File: src/rtl/ct_unit_cfg.svh
// address map, field positions and reset values of the counter/timer
`ifndef CT_UNIT_CFG_SVH
`define CT_UNIT_CFG_SVH

`define CT_ADDR_AUX       4'h4
`define CT_ADDR_MASK      4'h5
`define CT_ADDR_HIGH      4'h6
`define CT_ADDR_LOW       4'h7
`define CT_ADDR_ROUTE     4'hD
`define CT_ADDR_START     4'hE
`define CT_ADDR_STOP      4'hF

`define CT_READY_BIT      3
`define CT_MODE_TIMER_BIT 6
`define CT_SRC_HI         5
`define CT_SRC_LO         4
`define CT_ROUTE_HI       3
`define CT_ROUTE_LO       2
`define CT_ROUTE_CT_OUT   2'h1

`define CT_COUNT_ONE      16'h0001
`define CT_COUNT_ZERO     16'h0000
`define CT_COUNT_WRAP     16'hFFFF
`define CT_COUNT_RESET    16'h0000
`define CT_BYTE_RESET     8'h00
`define CT_BYTE_ZERO      8'h00
`define CT_NIBBLE_ZERO    4'h0
`define CT_LOW3_ZERO      3'h0
`define CT_PIN_IDLE       1'b1

`endif

File: src/rtl/ct_unit_pkg.sv
// types shared by the counter/timer files
package ct_unit_pkg;

	// one taken bus access, valid for a single cycle
	typedef struct packed {
		logic       rd_start;
		logic       wr_start;
		logic [3:0] addr;
		logic [7:0] wdata;
	} bus_req_t;

	typedef enum logic {
		CT_STOPPED,
		CT_RUNNING
	} run_state_t;

endpackage

File: src/rtl/ct_bus_iface.sv
// turns the parallel bus strobes into one-cycle access pulses
`timescale 1ns/1ps

module ct_bus_iface (
	input  wire logic                  sys_clk,
	input  wire logic                  resetn,
	input  wire logic                  cs_n,
	input  wire logic                  rd_n,
	input  wire logic                  wr_n,
	input  wire logic [3:0]            addr,
	input  wire logic [7:0]            wdata,
	output ct_unit_pkg::bus_req_t      req
);

	logic rd_act_reg;
	logic wr_act_reg;
	logic rd_act;
	logic wr_act;

	// a held strobe must act once only: command reads have side effects
	assign rd_act = !cs_n && !rd_n;
	assign wr_act = !cs_n && !wr_n;

	always_ff @(posedge sys_clk or negedge resetn) begin
		if (!resetn) begin
			rd_act_reg <= 1'b0;
			wr_act_reg <= 1'b0;
		end else begin
			rd_act_reg <= rd_act;
			wr_act_reg <= wr_act;
		end
	end

	assign req.rd_start = rd_act && !rd_act_reg;
	assign req.wr_start = wr_act && !wr_act_reg;
	assign req.addr     = addr;
	assign req.wdata    = wdata;

endmodule

File: src/rtl/ct_src_select.sv
// synchronises the clock sources and gives a pulse per rising edge
`timescale 1ns/1ps

module ct_src_select #(
	parameter int NSRC = 4
) (
	input  wire logic                    sys_clk,
	input  wire logic                    resetn,
	input  wire logic [NSRC-1:0]         src,
	input  wire logic [$clog2(NSRC)-1:0] sel,
	output logic                         tick
);

	logic [NSRC-1:0] meta_reg;
	logic [NSRC-1:0] sync_reg;
	logic            last_reg;
	logic            picked;

	// every source is synchronised so a select change sees no metastable bit
	always_ff @(posedge sys_clk or negedge resetn) begin
		if (!resetn) begin
			meta_reg <= '0;
			sync_reg <= '0;
			last_reg <= 1'b0;
		end else begin
			meta_reg <= src;
			sync_reg <= meta_reg;
			last_reg <= picked;
		end
	end

	assign picked = sync_reg[sel];
	assign tick   = picked && !last_reg;

endmodule

File: src/rtl/uart_counter_timer_unit.sv
// 16-bit counter/timer of the dual serial controller
// Operation
// - one 16-bit down counter, counter or timer
// - reload is high:low preload bytes, writable anytime
// - reset leaves the unit in counter mode
// - counter start read loads reload and runs
// - step 0x0001 to 0x0000 sets ready flag
// - interrupt asserted only when mask bit unmasked
// - counter wraps to 0xFFFF and keeps counting
// - counter ignores new reload until next start or received-character reload
// - counter stop read halts and clears flag
// - received character reloads and restarts time-out
// - time-out expiry raises counter-ready, not receiver-ready
// - timer cannot stop; stop only clears flag
// - timer square wave period twice reload ticks
// - timer start drives output high and reloads
// - timer toggles output and reloads at terminal
// - timer flag set on each output rising edge at terminal count, not on the start read
// - timer adopts reload at terminal or start
// - aux control picks source, routing drives pin
`timescale 1ns/1ps
`include "ct_unit_cfg.svh"

module uart_counter_timer_unit #(
	parameter int NSRC = 4
) (
	input  wire logic            sys_clk,
	input  wire logic            resetn,
	input  wire logic            cs_n,
	input  wire logic            rd_n,
	input  wire logic            wr_n,
	input  wire logic [3:0]      addr,
	input  wire logic [7:0]      wdata,
	input  wire logic [NSRC-1:0] ct_src,
	input  wire logic            rx_char_loaded_a,
	input  wire logic            rx_char_loaded_b,
	input  wire logic            timeout_enable,
	input  wire logic            timeout_channel_b,
	output logic [7:0]           rdata,
	output logic                 rdata_oe,
	output logic                 irq_n,
	output logic                 general_output_pin,
	output logic                 timer_baud_clk
);

	////////////////////////////////////////////////////////////////////////
	// declarations

	ct_unit_pkg::bus_req_t   req;
	ct_unit_pkg::run_state_t state_reg;
	ct_unit_pkg::run_state_t state_next;
	logic [15:0]             count_reg;
	logic [15:0]             count_next;
	logic [7:0]              reload_high_reg;
	logic [7:0]              reload_low_reg;
	logic [7:0]              mask_reg;
	logic [7:0]              aux_reg;
	logic [7:0]              route_reg;
	logic                    flag_reg;
	logic                    flag_next;
	logic                    out_reg;
	logic                    out_next;
	logic                    tc_set;
	logic [7:0]              rdata_reg;
	logic                    rdata_oe_reg;
	logic                    irq_n_reg;
	logic                    pin_reg;
	logic                    tick;
	logic [15:0]             reload;
	logic                    timer_mode;
	logic                    start_cmd;
	logic                    stop_cmd;
	logic                    rx_event;
	logic [7:0]              rd_value;
	logic [7:0]              flags_byte;

	// true for the addresses this unit answers on a read
	function automatic logic is_read_addr(input logic [3:0] a);
		is_read_addr = (a == `CT_ADDR_MASK) || (a == `CT_ADDR_HIGH) ||
			(a == `CT_ADDR_LOW) || (a == `CT_ADDR_START) ||
			(a == `CT_ADDR_STOP);
	endfunction

	////////////////////////////////////////////////////////////////////////
	// submodules

	ct_bus_iface u_bus (
		.sys_clk (sys_clk),
		.resetn  (resetn),
		.cs_n    (cs_n),
		.rd_n    (rd_n),
		.wr_n    (wr_n),
		.addr    (addr),
		.wdata   (wdata),
		.req     (req)
	);

	ct_src_select #(.NSRC(NSRC)) u_src (
		.sys_clk (sys_clk),
		.resetn  (resetn),
		.src     (ct_src),
		.sel     (aux_reg[`CT_SRC_HI:`CT_SRC_LO]),
		.tick    (tick)
	);

	////////////////////////////////////////////////////////////////////////
	// command decode

	assign reload     = {reload_high_reg, reload_low_reg};
	assign timer_mode = aux_reg[`CT_MODE_TIMER_BIT];
	assign start_cmd  = req.rd_start && (req.addr == `CT_ADDR_START);
	assign stop_cmd   = req.rd_start && (req.addr == `CT_ADDR_STOP);
	// only one channel at a time can own the time-out
	assign rx_event   = timeout_enable && !timer_mode &&
		(timeout_channel_b ? rx_char_loaded_b : rx_char_loaded_a);

	////////////////////////////////////////////////////////////////////////
	// count engine: start wins over a character, which wins over a tick

	always_comb begin
		count_next = count_reg;
		state_next = state_reg;
		out_next   = out_reg;
		tc_set     = 1'b0;
		if (start_cmd) begin
			count_next = reload;
			state_next = ct_unit_pkg::CT_RUNNING;
			out_next   = timer_mode;
		end else if (rx_event) begin
			count_next = reload;
			state_next = ct_unit_pkg::CT_RUNNING;
		end else if (stop_cmd && !timer_mode) begin
			state_next = ct_unit_pkg::CT_STOPPED;
		end else if (tick && state_reg == ct_unit_pkg::CT_RUNNING) begin
			if (timer_mode) begin
				if (count_reg == `CT_COUNT_ONE) begin
					// terminal count folds into the reload: half period = reload
					count_next = reload;
					out_next   = !out_reg;
					tc_set     = !out_reg;
				end else begin
					count_next = count_reg - `CT_COUNT_ONE;
				end
			end else begin
				count_next = count_reg - `CT_COUNT_ONE;
				if (count_reg == `CT_COUNT_ONE) begin
					tc_set   = 1'b1;
					out_next = 1'b1;
				end
			end
		end
	end

	// a terminal count in the clearing cycle is kept
	assign flag_next = tc_set || (flag_reg && !stop_cmd);

	always_ff @(posedge sys_clk or negedge resetn) begin
		if (!resetn) begin
			count_reg <= `CT_COUNT_RESET;
			state_reg <= ct_unit_pkg::CT_STOPPED;
			out_reg   <= 1'b0;
			flag_reg  <= 1'b0;
		end else begin
			count_reg <= count_next;
			state_reg <= state_next;
			out_reg   <= out_next;
			flag_reg  <= flag_next;
		end
	end

	////////////////////////////////////////////////////////////////////////
	// writable registers

	always_ff @(posedge sys_clk or negedge resetn) begin
		if (!resetn) begin
			reload_high_reg <= `CT_BYTE_RESET;
			reload_low_reg  <= `CT_BYTE_RESET;
			mask_reg        <= `CT_BYTE_RESET;
			aux_reg         <= `CT_BYTE_RESET;
			route_reg       <= `CT_BYTE_RESET;
		end else if (req.wr_start) begin
			if (req.addr == `CT_ADDR_HIGH) begin
				reload_high_reg <= req.wdata;
			end else if (req.addr == `CT_ADDR_LOW) begin
				reload_low_reg <= req.wdata;
			end else if (req.addr == `CT_ADDR_MASK) begin
				mask_reg <= req.wdata;
			end else if (req.addr == `CT_ADDR_AUX) begin
				aux_reg <= req.wdata;
			end else if (req.addr == `CT_ADDR_ROUTE) begin
				route_reg <= req.wdata;
			end
		end
	end

	////////////////////////////////////////////////////////////////////////
	// read path; count bytes are not latched together, see borrow hazard

	assign flags_byte = {`CT_NIBBLE_ZERO, flag_reg, `CT_LOW3_ZERO};
	assign rd_value =
		(req.addr == `CT_ADDR_MASK) ? flags_byte :
		(req.addr == `CT_ADDR_HIGH) ? count_reg[15:8] :
		(req.addr == `CT_ADDR_LOW)  ? count_reg[7:0] :
		`CT_BYTE_ZERO;

	always_ff @(posedge sys_clk or negedge resetn) begin
		if (!resetn) begin
			rdata_reg    <= `CT_BYTE_RESET;
			rdata_oe_reg <= 1'b0;
		end else begin
			if (req.rd_start) begin
				rdata_reg <= rd_value;
			end
			rdata_oe_reg <= !cs_n && !rd_n && is_read_addr(addr);
		end
	end

	////////////////////////////////////////////////////////////////////////
	// outputs: interrupt, pin routing, baud clock

	// pin idles high unless routing selects the counter/timer output
	always_ff @(posedge sys_clk or negedge resetn) begin
		if (!resetn) begin
			irq_n_reg <= 1'b1;
			pin_reg   <= `CT_PIN_IDLE;
		end else begin
			irq_n_reg <= !(flag_next && mask_reg[`CT_READY_BIT]);
			pin_reg   <= (route_reg[`CT_ROUTE_HI:`CT_ROUTE_LO] ==
				`CT_ROUTE_CT_OUT) ? out_next : `CT_PIN_IDLE;
		end
	end

	assign rdata              = rdata_reg;
	assign rdata_oe           = rdata_oe_reg;
	assign irq_n              = irq_n_reg;
	assign general_output_pin = pin_reg;
	assign timer_baud_clk     = out_reg;
endmodule

File: config.mk
export PLATFORM = sky130hd
export DESIGN_NAME = uart_counter_timer_unit
export DESIGN_NICKNAME = d
export VERILOG_FILES = /design/src/rtl/ct_unit_pkg.sv /design/src/rtl/ct_bus_iface.sv /design/src/rtl/ct_src_select.sv /design/src/rtl/uart_counter_timer_unit.sv
export VERILOG_INCLUDE_DIRS = /design/src /design/src/rtl
export SDC_FILE = /design/constraint.sdc
export NUM_CORES = 1
export LEC_CHECK = 0
export ABC_AREA = 1
export ABC_CLOCK_PERIOD_IN_PS = 2200
export BUFFER_PORTS_ARGS = -buffer_cell sky130_fd_sc_hd__buf_2
export CAP_MARGIN = 20
export CORE_ASPECT_RATIO = 0.9
export CORE_MARGIN = 2
export CORE_UTILIZATION = 58
export DETAILED_ROUTE_END_ITERATION = 10
export GPL_TIMING_DRIVEN = 0
export PLACE_DENSITY_LB_ADDON = 0.25
export SKIP_LAST_GASP = 1
export SLEW_MARGIN = 15
export SYNTH_ARGS = -nofsm -noshare
export SYNTH_HDL_FRONTEND = slang
export SYNTH_HIERARCHICAL = 1
export SYNTH_SLANG_ARGS = --single-unit
File: constraint.sdc
create_clock -name sys_clk -period 2.2 [get_ports sys_clk]
set_input_delay 0.33 -clock sys_clk [delete_from_list [all_inputs] [get_ports sys_clk]]
set_output_delay 0.33 -clock sys_clk [all_outputs]
set_load 0.03 [all_outputs]
; ---- Word-level counts from Yosys, hierarchy flattened
; Index checks and enable logic that the tools add are counted.
; W data, S select, Z words.
[totals]
elab_cells = 101
input_bits = 25
regBits = 72
out_inout_bits = 12
[op_classes]
n_reduce_logical = 37
mux = 30
magnitude_cmp = 1
bitwise_logic = 4
n_addsub = 1
n_eq_ne = 10
[op_table]
columns = op, count
row1 = $mux W16, 6
row2 = $mux W8, 3
row3 = $mux W1, 20
row4 = $eq A16 B1 Y1 const B, 1
row5 = $eq A4 B3 Y1 const B, 4
row6 = $sub A16 B1 Y16 const B, 1
row7 = $logic_and A1 B1 Y1, 14
row8 = $eq A4 B4 Y1 const B, 3
row9 = $logic_not A1 Y1, 10
row10 = $reduce_and A6 Y1, 1
row11 = $reduce_bool A3 Y1, 2
row12 = $logic_or A1 B1 Y1, 5
row13 = $reduce_and A5 Y1, 1
row14 = $not A1 Y1, 4
row15 = $reduce_and A2 Y1, 2
row16 = $reduce_and A4 Y1, 1
row17 = $lt A2 B3 Y1 const B, 1
row18 = $ne A3 B3 Y1 const B, 1
row19 = $reduce_and A3 Y1, 1
row20 = $bmux W1 S2, 1
row21 = $eq A2 B1 Y1 const B, 1

; ---- Longest topological paths before layout
; Gate-level depths: netlist of the first run.
[logic_depth]
word_depth = 11
mapped_depth = 14
depth_no_buf = 13

; ---- Cells and area by module
; Netlist of the first run, hierarchy kept.
[by_module_without_submodules]
columns = mod, instances, area_each_um2, seq_area_each_um2, cells_per_inst
row1 = uart_counter_timer_unit, 1, 3049.2, 1303.8, 407
row2 = ct_src_select, 1, 284.0, 225.2, 20
row3 = ct_bus_iface, 1, 183.9, 50.0, 23

; ---- Worst setup path before layout of the first run
; No wires, ideal clock.
[synth_timing]
kind = register to register
startpoint = register count_reg[1]
endpoint = register out_reg, in the netlist timer_baud_clk
slack_ns = 0.412
arrival_ns = 1.669
t_required_ns = 2.081
stages_incl_launch_ff = 13
setup_ns = 0.119
synth_period_minus_slack_ns = 1.788
cell_sequence = dfrtp_1 inv_1 ha_1 inv_1 nor2_1 nand3_1 nor3_1 inv_1 ha_1 a21oi_1 nand3_1 nand3_1 nand2_1
[synth_between]
elab_chain_len = 7
elab_cells_between_ends = 8
classes_between = eq/ne (1) / mux (7)
[synth_rtl]
columns = item, line_no
row1 = start: declaration, uart_counter_timer_unit.sv:52  ; logic [15:0] count_reg;
row2 = start signal: assignment, uart_counter_timer_unit.sv:159  ; count_reg <= `CT_COUNT_RESET;
row3 = start signal: assignment, uart_counter_timer_unit.sv:164  ; count_reg <= count_next;
row4 = $eq A16 B1 Y1 (no source line) *, --
row5 = $mux W1 (on tied branches), "uart_counter_timer_unit.sv:146, uart_counter_timer_unit.sv:136"
row6 = $mux W1 *, uart_counter_timer_unit.sv:135  ; if (timer_mode) begin
row7 = $mux W1 *, uart_counter_timer_unit.sv:134  ; end else if (tick && state_reg == ct_unit_pkg::CT_RUNNING) begin
row8 = $mux W1 *, uart_counter_timer_unit.sv:132  ; end else if (stop_cmd && !timer_mode) begin
row9 = $mux W1 *, uart_counter_timer_unit.sv:129  ; end else if (rx_event) begin
row10 = $mux W1 *, uart_counter_timer_unit.sv:125  ; if (start_cmd) begin
row11 = via out_next, uart_counter_timer_unit.sv:62  ; logic out_next;
row12 = end signal: assignment, uart_counter_timer_unit.sv:166  ; out_reg <= out_next;
row13 = end: declaration, uart_counter_timer_unit.sv:61  ; logic out_reg;
; Mark *: on every way through the listed nets, which the timed path passes. The rest lies on a longest branch.
; A chain may end at the register's enable or synchronous reset.

; ---- Worst setup path after layout of the first run
; Ends and elaborated chain as after synthesis.

==> results of run 1 <==
[through the flow]
step	total power [W]	hold slack [ps]	setup WS, ps
2_1_floorplan	0.002704	34.41	412.2
3_3_place_gp	0.003029	331.3	112.4
3_5_place_dp	0.003074	336.4	101.5
4_1_cts	0.004245	68.51	84.30
5_1_grt	0.004552	61.87	8.939
6_report	0.004256	48.97	184.1
[power by group]
part	leakage [nW]	internal, W	switching (W)
clock network	0.108	0.000653	0.000506
registers	0.792	0.00142	0.000214
logic	1.24	0.000516	0.000950
[critical path, cell delays in order, from the launching register on]
cell	delay, ps
dfrtp_1	370
inv_1	150
ha_1	220
inv_1	50
nor2_1	140
nand3_1	100
nor3_2	180
inv_1	70
ha_1	260
a21oi_1	140
nand3_1	90
nand3_1	110
nand2_1	50
[logic make-up (layout without fill, tap and decap cells)]
logic type	count (synthesis)	after routing	synth area share, %
compound gates	43	43	7.150
xor+xnor	2	2	0.4981
fa+ha+maj	3	3	1.067
buf+inv	90	135	12.98
flops	63	63	44.89
simple gates	249	249	33.40
[path summary, 6_finish.rpt]
path / to / depth (start not counted) / slack, ps
min in group sys_clk: u_src/meta_reg[1] / 1 / 80
hold reg to reg: u_src/sync_reg[3] / 0 / 350
hold / removal: u_src/meta_reg[0] / 1 / 50
max in group asynchronous: rdata[0] / 1 / 1600
setup reg to reg: timer_baud_clk / 12 / 180
setup / recovery: timer_baud_clk / 12 / 180
[timing repair]
action                     CTS  global route
setup endpoints to repair    0             2
resized for setup            0             1
setup buffers                0             1
[cells in the mapped netlist]
library cell	number	area, um^2
nand2_1	143	536.8
inv_1	62	232.7
dfrtp_1	61	1526
nand3_1	40	200.2
nor2_1	33	123.9
o21ai_0	25	125.1
buf_4	13	97.59
nand2_2	6	37.54
o22ai_1	6	37.54
a21oi_1	5	25.02
nor2_2	5	31.28
buf_6	4	45.04
inv_2	4	15.01
o21bai_2	4	45.04
buf_8	3	45.04
ha_1	3	37.54
nand2_4	3	33.78
nand3_2	3	30.03
nor2_4	3	33.78
dfstp_2	2	52.55
inv_4	2	12.51
nand2_8	2	40.04
nand3b_1	2	15.01
nand4_1	2	12.51
nor3_1	2	10.01
o21ai_1	2	10.01
xor2_1	2	17.52
buf_2	1	5.000
clkbuf_1	1	3.750
nand3_4	1	17.52
nand3b_4	1	20.02
nor2_8	1	20.02
nor4_1	1	6.260
o22a_1	1	8.760
or2_2	1	6.260
[cell usage in the layout (no fill, tap or decap), drive strengths merged]
| cell type | n |
|---|---|
| xor2 | 2 |
| bufinv | 2 |
| dfstp | 2 |
| nand3 | 44 |
| nand3b | 3 |
| or2 | 1 |
| dfrtp | 61 |
| buf | 50 |
| inv | 71 |
| ha | 3 |
| clkinvlp | 2 |
| clkbuf | 10 |
| nor3 | 2 |
| o21bai | 4 |
| nor4 | 1 |
| a21oi | 5 |
| nand4 | 2 |
| o22ai | 6 |
| o22a | 1 |
| nand2 | 154 |
| nor2 | 42 |
| o21ai | 27 |
[metal layers]
layer	routed length (um)	GRT usage, %	part of all wire, %
met5	0	0	0
met1	3636	35.83	46
met3	439	6.383	5.5
met2	3764	40.78	47
met4	126	7.937	1.6
[area by class of cell]
cell class              count  area (um^2)
repair buffers             29        150.1
multi-input cells         297         1486
inverters                  68        260.3
well taps                  70        87.58
clock buffers               9        123.9
fillers                   466         1770
flip-flops and latches     63         1579
plain buffers              22        196.4
clock inverters             7        103.9
==> results by group, run 1 <==
Run status
  • Outcome: completed

STA
  • Final TNS setup: 0 ps
  • Fin crit share: 91.63%
  • Slew Limit Fails: 0
  • RSZ-0062 raised after global routing: no
  • Period minus WS final: 2016 ps
  • Worst-margin pin slew: 805.5 ps
  • Fmax: 496.0 MHz
  • Clk_skew: 6.633 ps
  • Endpoints failing hold: 0
  • Final setup vio count: 0
  • Max_slew headroom: 46.30%

CTS
  • Worst skew pair latency: 350 ps
  • CTS tree: built
  • CTS H-tree lvls: 3
  • Clock buffer depth: 2
  • CTS Hold Bufs: 0
  • Sinks on Clock Net: 63
  • Total CTS buffers: 9
  • Reg clk slew, reported paths: 80 ps
  • Clock root buffer: clkbuf_8

Worst hold path
  • Hold Path Class: in2async

Final layout
  • Number of diodes: 0
  • Non-Filler Instances: 565
  • Fin util: 69.25%
  • Max reg flops: 16
  • Final nets: 518
  • Area grow syn2layout: 13.38%
  • Design area: 3988 um^2
  • Layout cells sized above 1: 21.21%

Global route
  • Vias in the first global route: 2804
  • Largest net degree at the start of global routing: 64
  • First-pass GRT wire length: 13350 um
  • GRT overflow: 0
  • Initial antenna violation count: 0
  • Total GRT Usage: 26.03%

Place
  • Post-DP HPWL: 5733 um
  • Final GP Congestion: 0.8996
  • Placement Cell Area: 3747 um^2
  • PortBufs: 28
  • Placed insts: 548

Routing
  • Via/cell ratio: 5.248
  • Router iterations before antenna repair: 7
  • Post-Route WL: 7967 um
  • Via count: 2965
  • Remaining antenna violation count after routing: 0
  • DR iter-0 viols: 203
  • Wirelength per Cell: 14.10 um
  • DRC Markers: 0

Synth
  • Synth Area per Inst: 7.816 um^2
  • Synthesized area: 3517 um^2
  • Cell variety after synth: 35
  • Sequential area share after synthesis: 44.90%
  • Yosys reg bits: 63
  • Synth warn: 6
  • Synth Instances: 450
  • Mapped Nets: 478

Floorplanning
  • Core area: 5758 um^2
  • Die H: 77.88 um
  • # IOs: 37
  • Die X: 86.09 um
  • Num rows: 26
  • Initial Util: 61.08%
  • Die Area: 6704 um^2

Setup path
  • Reg-to-reg critical path startpoint: count_reg[1]
  • Worst setup SP type: flop
  • Critical Path RT: 2440 ps
  • Crit Path Max Fanout: 5
  • Crit path DAT: 2260 ps
  • Critical path class: reg2reg
  • Worst setup path startpoint: count_reg[1]
  • Crit. End Element: flop

Pwr
  • Worst IR Drop VDD: 0.7606 mV
  • Cell area power density: 1067 nW/um^2
  • Pleak: 2.144 nW

Job
  • Max Cap Viol: 0
Note: power is estimated with default switching activity, not from simulation.
==> run 2: changes to the inputs <==
- CTS_BUF_LIST: unset -> sky130_fd_sc_hd__clkbuf_16
==> results by group, run 2 (same netlist as run 1, synthesis figures left out) <==
Pwr
  • Worst IR Drop VDD: 1.074 mV
  • Cell area power density: 1148 nW/um^2
  • Power Total: 0.004694 W
  • Pleak: 2.191 nW

Floorplanning
  • Initial Util: 61.08%
  • # IOs: 37
  • Die H: 77.88 um
  • Die X: 86.09 um
  • Num rows: 26
  • Core area: 5758 um^2
  • Die Area: 6704 um^2

Setup path
  • Critical path class: reg2reg
  • R2R depth: 12
  • R2r setup slk: 170 ps
  • Reg-to-reg critical path startpoint: count_reg[1]
  • Critical Path RT: 2420 ps
  • Worst setup SP type: flop
  • Crit path DAT: 2250 ps
  • Reg-to-reg endpoint: timer_baud_clk
  • Crit Path Max Fanout: 5
  • Crit. End Element: flop

Run status
  • Outcome: completed

Routing
  • Remaining antenna violation count after routing: 0
  • DR iter-0 viols: 290
  • DRC Markers: 0
  • Via count: 3018
  • Via/cell ratio: 5.342
  • Router iterations before antenna repair: 5
  • Wirelength per Cell: 14.58 um
  • Post-Route WL: 8239 um

CTS
  • CTS tree: built
  • Sinks on Clock Net: 63
  • Clock buffer depth: 2
  • Worst skew pair latency: 330 ps
  • Clock root buffer: clkbuf_16
  • CTS H-tree lvls: 3
  • Reg clk slew, reported paths: 60 ps
  • Total CTS buffers: 9

Final layout
  • Commonest cells after routing, fill and taps aside: nand2_1 (143), inv_1 (62), dfrtp_1 (61), nand3_1 (40), nor2_1 (33)
  • Number of diodes: 0
  • Layout cells sized above 1: 21.21%
  • Area grow syn2layout: 16.26%
  • Final nets: 518
  • Fin util: 71.01%
  • Fillers: 446
  • Max reg flops: 16
  • Most common library cell in the layout ignoring fill and taps: nand2_1

Job
  • Max Cap Viol: 0

Place
  • Post-DP HPWL: 5733 um
  • PortBufs: 28
  • Final GP Congestion: 0.8996

Global route
  • Vias in the first global route: 2819
  • First-pass GRT wire length: 13520 um
  • Grt met1 use: 35.92%
  • Largest net degree at the start of global routing: 64
  • GRT overflow: 0
  • Total GRT Usage: 26.16%
  • Initial antenna violation count: 0
  • Met3 Usage GRT: 7.447%
  • Layer with the highest usage: met2
  • Met2 Use GR: 40.31%

STA
  • Endpoints failing hold: 0
  • Clk_skew: 4.346 ps
  • Slew Limit Fails: 0
  • Period minus WS final: 2027 ps
  • Fmax: 493.3 MHz
  • Final TNS setup: 0 ps
  • Max_slew headroom: 47.23%
  • RSZ-0062 raised after global routing: no
  • Worst-margin pin slew: 791.6 ps
  • Final setup vio count: 0
  • Fin crit share: 92.15%

Worst hold path
  • Hold Path Class: in2async
run 2: report_power, final:
part	internal, W	switching [W]	total [W]
Sequential	0.00142	0.000221	0.00164
Clock	0.00101	0.000565	0.00157
Combinational	0.000516	0.000966	0.00148
run 2: how the worst max path moves through the flow:
stage | slack [ps] | end | from
floorplan | 410 | timer_baud_clk | count_reg[1]
global placement | 110 | timer_baud_clk | count_reg[1]
detailed placement | 100 | timer_baud_clk | count_reg[1]
CTS | 70 | timer_baud_clk | count_reg[1]
global route | 5 | timer_baud_clk | count_reg[1]
finish | 170 | timer_baud_clk | count_reg[1]
run 2: critical path, stage by stage (launching register included):
cell and delay [ps]:
dfrtp_1 370, inv_1 150, ha_1 210, inv_1 50
nor2_1 140, nand3_1 100, nor3_2 180, inv_1 70
ha_1 260, a21oi_1 140, nand3_1 90, nand3_1 110
nand2_1 50
run 2: what timing repair did:
item	in CTS	in global routing
buffers inserted	0	1
hold buffers	0	0
resized for setup	0	1
setup endpoints to repair	0	2
run 2: through the flow:
step           std cells  cell area (um^2)  worst slack, ps  hold WS, ps
6_report             565              4089            172.8        69.99
5_1_grt              565              4089            4.972        94.30
4_1_cts              564              4076            71.73        98.41
3_5_place_dp         548              3747            101.5        336.4
3_3_place_gp         548              3745            112.4        331.3
2_1_floorplan        450              3517            412.2        34.41
run 2: area by class of cell:
type / instances / area (um^2) / share of cell area (%)
Clock buffer: 9 / 225.2 / 5.508
Sequential cell: 63 / 1579 / 38.62
Timing Repair Buffer: 29 / 150.1 / 3.672
Inverter: 68 / 260.3 / 6.365
Clock inverter: 7 / 103.9 / 2.540
Tap cell: 70 / 87.58 / 2.142
Multi-Input combinational cell: 297 / 1486 / 36.35
Buffer: 22 / 196.4 / 4.804
run 2: metal layers:
metal	part of all wire [%]	up-vias
met5	0	-
met4	2.0	0
met3	6.8	19
met2	48	113
met1	43	1418
li1	-	1468
